## src/fdp_cfg.svh

```systemverilog
// Register map, field positions and reset values of the fixed duty PWM block
`ifndef FDP_CFG_SVH
`define FDP_CFG_SVH
`define FDP_ADR_CTRL   8'h00
`define FDP_ADR_FRAC   8'h04
`define FDP_ADR_STEER0 8'h08
`define FDP_ADR_STEER1 8'h0C
`define FDP_ADR_DBR    8'h10
`define FDP_ADR_DBF    8'h14
`define FDP_ADR_STAT   8'h18
`define FDP_CTRL_EN    0
`define FDP_CTRL_MODE  3:1
`define FDP_CTRL_DBRE  4
`define FDP_CTRL_DBFE  5
`define FDP_CTRL_LD    6
`define FDP_STR1_HS    0
`define FDP_STR1_LS    1
`define FDP_RST_BYTE   8'h00
`define FDP_RST_OUT    6'h00
`endif

```

## src/fdp_pkg.sv

```systemverilog
// Types shared by the fixed duty PWM block
package fdp_pkg;
    typedef enum logic [2:0] {
        MODE_SINGLE,
        MODE_COMPL,
        MODE_3PH,
        MODE_FB_FWD,
        MODE_FB_REV
    } fdp_mode_e;

    typedef struct packed {
        logic        en;
        logic [2:0]  mode;
        logic        dbr_en;
        logic        dbf_en;
        logic        ld_pend;
        logic [3:0]  frac;
        logic [5:0]  steer;
        logic        hs_en;
        logic        ls_en;
        logic [7:0]  dbr_reg;
        logic [7:0]  dbf_reg;
        logic [7:0]  dbr_act;
        logic [7:0]  dbf_act;
        logic [3:0]  acc;
        logic        carry;
        logic        lvl;
        logic        rise_run;
        logic        fall_run;
        logic [7:0]  rcnt;
        logic [7:0]  fcnt;
        logic        dir_rev;
        logic [5:0]  out;
        logic        ack;
        logic [31:0] dat;
    } fdp_state_s;
endpackage : fdp_pkg

```

## src/fdp_top.sv

```systemverilog
// Fixed duty, 3-phase steering and dead-band output stage with Wishbone registers
//
// The register offsets and the Wishbone interface to the registers were chosen for this implementation.
`timescale 1ns/1ps
`include "fdp_cfg.svh"
module fdp_top (
    // Clock and reset
    input  wire logic        clk_i,
    input  wire logic        rst_i,
    // Wishbone slave
    input  wire logic        cyc_i,
    input  wire logic        stb_i,
    input  wire logic        we_i,
    input  wire logic [7:0]  adr_i,
    input  wire logic [3:0]  sel_i,
    input  wire logic [31:0] dat_i,
    output logic [31:0]      dat_o,
    output logic             ack_o,
    // Time base strobes
    input  wire logic        period_i,
    input  wire logic        rise_i,
    input  wire logic        fall_i,
    input  wire logic        load_i,
    // Outputs to the switch drivers and the time base
    output logic [5:0]       out_o,
    output logic             frac_carry_o
);
    // High and low output index of each steering bit
    localparam logic [17:0] HI_IDX = {3'd4, 3'd4, 3'd2, 3'd2, 3'd0, 3'd0};
    localparam logic [17:0] LO_IDX = {3'd3, 3'd1, 3'd1, 3'd5, 3'd5, 3'd3};

    fdp_pkg::fdp_state_s q;
    fdp_pkg::fdp_state_s d;
    fdp_pkg::fdp_mode_e  mode;
    logic                wr;
    logic                rd_ok;
    logic                ev_r;
    logic                ev_f;
    logic [4:0]          sum;
    logic [5:0]          pick;
    logic [2:0]          hi;
    logic [2:0]          lo;
    logic                want_rev;

    assign mode = fdp_pkg::fdp_mode_e'(q.mode);
    assign wr   = cyc_i && stb_i && we_i && !q.ack && sel_i[0];

    // Lowest set steering bit wins; loop runs high to low so it overrides
    always_comb
    begin
        pick = 6'h00;
        hi   = 3'd0;
        lo   = 3'd0;
        for (int i = 5; i >= 0; i--)
        begin
            if (q.steer[i])
            begin
                pick = 6'h00;
                pick[HI_IDX[3*i +: 3]] = 1'b1;
                pick[LO_IDX[3*i +: 3]] = 1'b1;
                hi = HI_IDX[3*i +: 3];
                lo = LO_IDX[3*i +: 3];
            end
        end
    end

    always_comb
    begin
        d = q;
        d.ack = cyc_i && stb_i && !q.ack;
        d.carry = 1'b0;
        ev_r = 1'b0;
        ev_f = 1'b0;
        rd_ok = 1'b1;
        want_rev = (mode == fdp_pkg::MODE_FB_REV);
        sum = {1'b0, q.acc} + {1'b0, q.frac};

        // Register writes; only the low byte lane carries data
        if (wr)
        begin
            case (adr_i)
                `FDP_ADR_CTRL:
                begin
                    d.en     = dat_i[`FDP_CTRL_EN];
                    d.mode   = dat_i[`FDP_CTRL_MODE];
                    d.dbr_en = dat_i[`FDP_CTRL_DBRE];
                    d.dbf_en = dat_i[`FDP_CTRL_DBFE];
                end
                `FDP_ADR_FRAC:   d.frac = dat_i[3:0];
                `FDP_ADR_STEER0: d.steer = dat_i[5:0];
                `FDP_ADR_STEER1:
                begin
                    d.hs_en = dat_i[`FDP_STR1_HS];
                    d.ls_en = dat_i[`FDP_STR1_LS];
                end
                `FDP_ADR_DBR:    d.dbr_reg = dat_i[7:0];
                `FDP_ADR_DBF:    d.dbf_reg = dat_i[7:0];
                default:         d.en = q.en;
            endcase
        end

        // Buffered dead-band times move to the counters at a period event with a load pending, at once while disabled
        if (!q.en)
        begin
            d.dbr_act = d.dbr_reg;
            d.dbf_act = d.dbf_reg;
            d.ld_pend = 1'b0;
        end
        else if (period_i && q.ld_pend)
        begin
            d.dbr_act = q.dbr_reg;
            d.dbf_act = q.dbf_reg;
            d.ld_pend = 1'b0;
        end
        // Setting the load flag wins over the clear in the same cycle
        if (load_i || (wr && adr_i == `FDP_ADR_CTRL && dat_i[`FDP_CTRL_LD]))
            d.ld_pend = 1'b1;

        if (!q.en)
        begin
            d.out = `FDP_RST_OUT;
            d.acc = 4'h0;
            d.lvl = 1'b0;
            d.rise_run = 1'b0;
            d.fall_run = 1'b0;
            d.dir_rev = 1'b0;
        end
        else
        begin
            case (mode)
                fdp_pkg::MODE_SINGLE:
                begin
                    d.out[5:1] = 5'h00;
                    if (period_i)
                    begin
                        d.out[0] = !q.out[0];
                        d.acc = sum[3:0];
                        d.carry = sum[4];
                    end
                end
                fdp_pkg::MODE_COMPL:
                begin
                    d.out[5:2] = 4'h0;
                    if (period_i)
                    begin
                        d.lvl = !q.lvl;
                        d.acc = sum[3:0];
                        d.carry = sum[4];
                        ev_r = !q.lvl;
                        ev_f = q.lvl;
                    end
                    if (ev_r)
                    begin
                        d.out[1] = 1'b0;
                        d.fall_run = 1'b0;
                        d.rise_run = q.dbr_en;
                        d.rcnt = 8'h00;
                        d.out[0] = !q.dbr_en;
                    end
                    else if (ev_f)
                    begin
                        d.out[0] = 1'b0;
                        d.rise_run = 1'b0;
                        d.fall_run = q.dbf_en;
                        d.fcnt = 8'h00;
                        d.out[1] = !q.dbf_en;
                    end
                    else
                    begin
                        // Counters step each clock; a zero time still costs one cycle
                        if (q.rise_run)
                        begin
                            if (!q.dbr_en || q.rcnt == q.dbr_act)
                            begin
                                d.rise_run = 1'b0;
                                d.out[0] = 1'b1;
                            end
                            else
                                d.rcnt = q.rcnt + 8'h01;
                        end
                        if (q.fall_run)
                        begin
                            if (!q.dbf_en || q.fcnt == q.dbf_act)
                            begin
                                d.fall_run = 1'b0;
                                d.out[1] = 1'b1;
                            end
                            else
                                d.fcnt = q.fcnt + 8'h01;
                        end
                    end
                end
                fdp_pkg::MODE_3PH:
                begin
                    if (rise_i)
                        d.lvl = 1'b1;
                    else if (fall_i)
                        d.lvl = 1'b0;
                    d.rise_run = 1'b0;
                    d.fall_run = 1'b0;
                    d.out = 6'h00;
                    d.out[hi] = pick[hi] && (q.hs_en ? d.lvl : 1'b1);
                    d.out[lo] = pick[lo] && (q.ls_en ? d.lvl : 1'b1);
                end
                fdp_pkg::MODE_FB_FWD, fdp_pkg::MODE_FB_REV:
                begin
                    if (rise_i)
                        d.lvl = 1'b1;
                    else if (fall_i)
                        d.lvl = 1'b0;
                    d.out[5:4] = 2'b00;
                    if (want_rev != q.dir_rev && !q.rise_run && !q.fall_run)
                    begin
                        // Forward to reverse uses the falling count, back uses rising
                        d.out[3:0] = 4'h0;
                        d.rcnt = 8'h00;
                        d.fcnt = 8'h00;
                        d.fall_run = want_rev && q.dbf_en;
                        d.rise_run = !want_rev && q.dbr_en;
                        if (!d.fall_run && !d.rise_run)
                            d.dir_rev = want_rev;
                    end
                    else if (q.rise_run || q.fall_run)
                    begin
                        d.out[3:0] = 4'h0;
                        if (q.fall_run && (!q.dbf_en || q.fcnt == q.dbf_act))
                        begin
                            d.fall_run = 1'b0;
                            d.dir_rev = want_rev;
                        end
                        else if (q.rise_run && (!q.dbr_en || q.rcnt == q.dbr_act))
                        begin
                            d.rise_run = 1'b0;
                            d.dir_rev = want_rev;
                        end
                        else
                        begin
                            d.fcnt = q.fcnt + 8'h01;
                            d.rcnt = q.rcnt + 8'h01;
                        end
                    end
                    else if (q.dir_rev)
                        d.out[3:0] = {1'b0, 1'b1, d.lvl, 1'b0};
                    else
                        d.out[3:0] = {1'b1, 1'b0, 1'b0, d.lvl};
                end
                default:
                    d.out = `FDP_RST_OUT;
            endcase
        end

        // Read data is registered together with ack
        d.dat = 32'h0000_0000;
        if (cyc_i && stb_i && !we_i && !q.ack)
        begin
            case (adr_i)
                `FDP_ADR_CTRL:
                    d.dat[6:0] = {q.ld_pend, q.dbf_en, q.dbr_en, q.mode, q.en};
                `FDP_ADR_FRAC:   d.dat[3:0] = q.frac;
                `FDP_ADR_STEER0: d.dat[5:0] = q.steer;
                `FDP_ADR_STEER1: d.dat[1:0] = {q.ls_en, q.hs_en};
                `FDP_ADR_DBR:    d.dat[7:0] = q.dbr_reg;
                `FDP_ADR_DBF:    d.dat[7:0] = q.dbf_reg;
                `FDP_ADR_STAT:
                    d.dat[15:0] = {q.fall_run, q.rise_run, q.acc, q.lvl, q.dir_rev, 2'b00, q.out};
                default:         rd_ok = 1'b0;
            endcase
        end
    end

    always_ff @(posedge clk_i)
    begin
        if (rst_i)
        begin
            q <= '0;
            q.mode <= 3'(fdp_pkg::MODE_SINGLE);
            q.dbr_reg <= `FDP_RST_BYTE;
            q.dbf_reg <= `FDP_RST_BYTE;
        end
        else
            q <= d;
    end

    assign dat_o = q.dat;
    assign ack_o = q.ack;
    assign out_o = q.out;
    assign frac_carry_o = q.carry;

    single_toggle_a: assert property (@(posedge clk_i) disable iff (rst_i)
        q.en && mode == fdp_pkg::MODE_SINGLE && period_i |=> out_o[0] != $past(out_o[0]))
        else $error("single mode did not toggle output_a");
    single_quiet_a: assert property (@(posedge clk_i) disable iff (rst_i)
        q.en && mode == fdp_pkg::MODE_SINGLE && !wr |=> out_o[5:1] == 5'h00)
        else $error("single mode drives other outputs");
    acc_step_a: assert property (@(posedge clk_i) disable iff (rst_i)
        q.en && mode == fdp_pkg::MODE_COMPL && period_i
        |=> {frac_carry_o, q.acc} == {1'b0, $past(q.acc)} + {1'b0, $past(q.frac)})
        else $error("fractional accumulator did not step");
    compl_rise_a: assert property (@(posedge clk_i) disable iff (rst_i)
        q.en && mode == fdp_pkg::MODE_COMPL && period_i && !q.lvl && q.dbr_en && !wr
        |=> !out_o[1] && !out_o[0] && q.rise_run)
        else $error("rising dead band did not start");
    db_done_a: assert property (@(posedge clk_i) disable iff (rst_i)
        q.en && mode == fdp_pkg::MODE_COMPL && q.rise_run && q.dbr_en
        && q.rcnt == q.dbr_act && !period_i |=> out_o[0] && !q.rise_run)
        else $error("primary not raised at end of dead band");
    overlap_a: assert property (@(posedge clk_i) disable iff (rst_i)
        q.en && mode == fdp_pkg::MODE_COMPL && period_i && q.lvl && q.rise_run && !wr
        |=> !out_o[0] && !q.rise_run)
        else $error("rising count not ended by falling event");
    three_ph_pair_a: assert property (@(posedge clk_i) disable iff (rst_i)
        q.en && mode == fdp_pkg::MODE_3PH |=> $countones(out_o) <= 2)
        else $error("more than two outputs active in 3-phase mode");
    hold_active_a: assert property (@(posedge clk_i) disable iff (rst_i)
        q.en && mode == fdp_pkg::MODE_3PH && !q.hs_en && !q.ls_en && q.steer == 6'h03 && !wr
        |=> out_o == 6'h09)
        else $error("steering hold state wrong");
    ld_apply_a: assert property (@(posedge clk_i) disable iff (rst_i)
        q.en && period_i && q.ld_pend && !wr
        |=> q.dbr_act == $past(q.dbr_reg) && q.dbf_act == $past(q.dbf_reg)
        && q.ld_pend == $past(load_i))
        else $error("dead-band time not loaded at period event");
    unused_rd_a: assert property (@(posedge clk_i) disable iff (rst_i)
        cyc_i && stb_i && !we_i && !q.ack && !rd_ok |=> ack_o && dat_o == 32'h0)
        else $error("unmapped read not answered with zero");
endmodule : fdp_top

```

## config.mk

```make
export PLATFORM = sky130hd
export DESIGN_NAME = fdp_top
export DESIGN_NICKNAME = d
export VERILOG_FILES = /design/src/fdp_pkg.sv /design/src/fdp_top.sv
export VERILOG_INCLUDE_DIRS = /design/src
export SDC_FILE = /design/constraint.sdc
export NUM_CORES = 1
export LEC_CHECK = 0
export ABC_AREA = 1
export CORE_ASPECT_RATIO = 0.8
export CORE_MARGIN = 4
export CORE_UTILIZATION = 55
export DETAILED_ROUTE_END_ITERATION = 7
export DONT_BUFFER_PORTS = 1
export GPL_TIMING_DRIVEN = 0
export PLACE_DENSITY_LB_ADDON = 0.15
export SLEW_MARGIN = 20
export SYNTH_ARGS = -nofsm -noshare
export SYNTH_HDL_FRONTEND = slang
export SYNTH_SLANG_ARGS = --single-unit
```

## constraint.sdc

```tcl
create_clock -name clk_i -period 1.4 [get_ports clk_i]
set_input_delay 0.21 -clock clk_i [delete_from_list [all_inputs] [get_ports clk_i]]
set_output_delay 0.21 -clock clk_i [all_outputs]
set_load 0.05 [all_outputs]
```

==> results.yml <==
synth:
  ys_warn_count: 0
  ys_seq_area_share_pct: 35.6
  yosys.area.top_type: "dfxtp_1"
  ys_top_cells_by_area: "dfxtp_1 36%, nand2_1 10%, inv_1 5.9%"
  synthFlopType: "dfxtp_1"
  async_flop_share_pct: 0
  synth_edf_count: 0
  synth.distinct_cells: 52
  synth_seq_cells: 99
  netlist_instances: 778
  yosysMostFrequentCell: "nand2_1"
  avgSynthCellArea_um2: 7.16
  synth_top_area_share_pct: 35.6
  yosys-top-cells-count: "151 x nand2_1, 99 x dfxtp_1, 87 x inv_1, 86 x nor2_1, 61 x nand3_1"
  syn_area_um2: 5570
sta:
  holdWs_ns: 0.0155
  finalCriticalPeriod_ns: 1.75
  drv_slew: 0
  tightest_slew_ns: 1.09
  finalCritPeriodShare_pct: 125
  rsz0062_at_grt: "yes"
  worst_slack_ns: -0.346
  report.final.setup_viol: 58
  fin_tns_setup_ns: -8.63
  skew_ns: 0.0113
  hold_violations: 0
  slew_headroom_pct: 27.4
  fmax_ghz: 0.573
placed_design:
  place_area_um2: 5870
  dpl.cell_count: 929
  port_buffers: 0
  place_congestion: 0.936
  hpwl_um: 11900
setup_path:
  crit_required_ns: 1.64
  start_kind: "flop"
  cp_cell_sequence: "nand3_4 > nand2_4 > nand2_4 > nor2_4 > inv_4 > nand2_2 > inv_2 > nand2_1 > nand3_1 > nor2_1 > nor2_1"
  r2r_start: "mode[2]"
  r2r_cells: 11
  path_max_fanout: 5
  critPathArrivalTime_ns: 1.99
  max_stage_delay_ns: 0.43
  end_kind: "flop"
  r2r-end: "q[57]"
  reg2reg_setup_slack_ns: -0.35
  path_class: "flop to flop"
  slowest_stage: "dfxtp_4"
clock_network:
  clockBufferDepth: 2
  cts-root-buf: "clkbuf_16"
  clkSlewWorstSetupHoldPaths_ns: 0.08
  htree_levels: 3
  cts_tree: "built"
  cts_buffers: 9
  cts_sinks: 99
  insertion_delay_ns: 0.36
min_path:
  holdPathStages: 2
  worstHoldStart: "dat_i[7]"
  hp-class: "primary input to flop"
  min_to: "q[95]"
floorplanning:
  core_region_area_um2: 9770
  start_util_pct: 57.0
  die_area_um2: 11800
  die_y_um: 98.0
  die_x_um: 121
  io_pins: 93
  row_count: 32
final_layout:
  areaGrowthSynthToFinish_pct: 34.2
  utilization_pct: 76.5
  n_antenna_cell: 0
  nNetsFinal: 909
  finalInstanceArea_um2: 7480
  drive_gt1_share_pct: 37.5
  stdcell_count: 990
routing:
  drtAntennaViolNets: 0
  drt_iter0_markers: 656
  route.detailed.drc: 0
  wl_per_cell_um: 18.8
  num_vias: 5837
  via_per_inst: 5.90
  detail_route.first_pass.iterations: 5
  drt-total-wl_um: 18600
global_routing:
  antenna_found_initial: 1
  gr-total-overflow: 0
  grt_pass1_wl_um: 26700
  grt_max_degree: 20
  grtUsageTotal_pct: 28.3
  grt_pass1_vias: 5131
job:
  cap_violations: 0
power_and_ir_drop:
  power_density_nw_per_um2: 752
  max-vdd-ir-drop_mv: 0.564
  leakagePower_nw: 3.01
status:
  violations: "setup timing"
  outcome: "complete, but fails checks"
## report_power, final
part | total [W] | switching, W | leakage (nW) | internal, W
sequential | 0.00279 | 0.00000816 | 0.821 | 0.00278
combinational | 0.000317 | 0.000235 | 2.04 | 0.0000819
clock | 0.00251 | 0.00125 | 0.147 | 0.00126
## logic make-up (layout without fill, tap and decap cells)
| logic type | count (synthesis) | in the layout | synth area share (%) |
|---|---|---|---|
| and+or+nand+nor | 337 | 339 | 27.4 |
| buffers and inverters | 160 | 219 | 14.1 |
| AOI/OAI and AO/OA | 156 | 156 | 18.3 |
| DFF | 99 | 99 | 35.6 |
| xor gates and xnor gates | 17 | 17 | 2.67 |
| adders and majority gates | 7 | 7 | 1.71 |
| other | 1 | 16 | 0.0673 |
| muxes | 1 | 1 | 0.180 |
## through the flow
step	power, W	setup WS (ns)
finish	0.00562	-0.346
global route	0.00578	-0.436
CTS	0.00560	-0.180
detailed placement	0.00314	-0.448
global placement	0.00314	-0.416
floorplan	0.00310	-0.0517
## flip-flops by register name, summed over array words and instances, names as in the netlist
register	cells
dat_o	16
ack_o	1
q	72
out_o	6
mode	3
frac_carry_o	1
## worst max path at each step
stage	depth (start not counted)	from	end
2_1_floorplan	11	mode[0]	q[52]
3_3_place_gp	6	q[114]	q[76]
3_5_place_dp	6	q[114]	q[71]
4_1_cts	13	q[52]	q[52]
5_1_grt	12	mode[1]	q[57]
6_report	11	mode[2]	q[57]
## area by class of cell
class / instances / area [um^2]
clock inverters: 7 / 70.1
clock buffers: 9 / 225
well taps: 136 / 170
plain buffers: 57 / 429
flip-flops and latches: 99 / 2070
repair inverters: 1 / 7.51
fillers: 708 / 2290
repair buffers: 44 / 454
multi-input cells: 536 / 3620
inverters: 101 / 429
## metal layers
layer | GRT usage [%] | part of all wire (%)
met1 | 38.9 | 42
met2 | 43.8 | 46
met3 | 7.01 | 9.3
met4 | 9.32 | 3.5
met5 | 0 | 0.070
## critical path: cells and delay by family (launching register included)
kind | cells | cell delay, ns
buffers and inverters | 2 | 0.12
and+or+nand+nor | 9 | 1.08
DFF | 1 | 0.43
## cells in the final DEF (no fill, tap or decap), types with 10 or more instances in the layout
cell type and count:
clkbuf_16 10, nor2_2 14, a32oi_1 12, a21oi_1 42, nand2_1 133, nor2_4 31
o21ai_1 13, nor2_1 48, nand3_1 53, o21ai_0 25, buf_4 69, dfxtp_1 62
inv_2 21, inv_1 67, nand2_2 17, dfxtp_4 17, dfxtp_2 20, conb_1 16
## what timing repair did
item                                   CTS  global route
resized for setup                      132           142
buffers inserted                        20            22
setup endpoints to repair               77            85
pin swaps                               25            44
endpoints found under the hold margin    1             0
gates cloned                             4             2
hold buffers                             1             0
(Power assumes the default switching activity.)
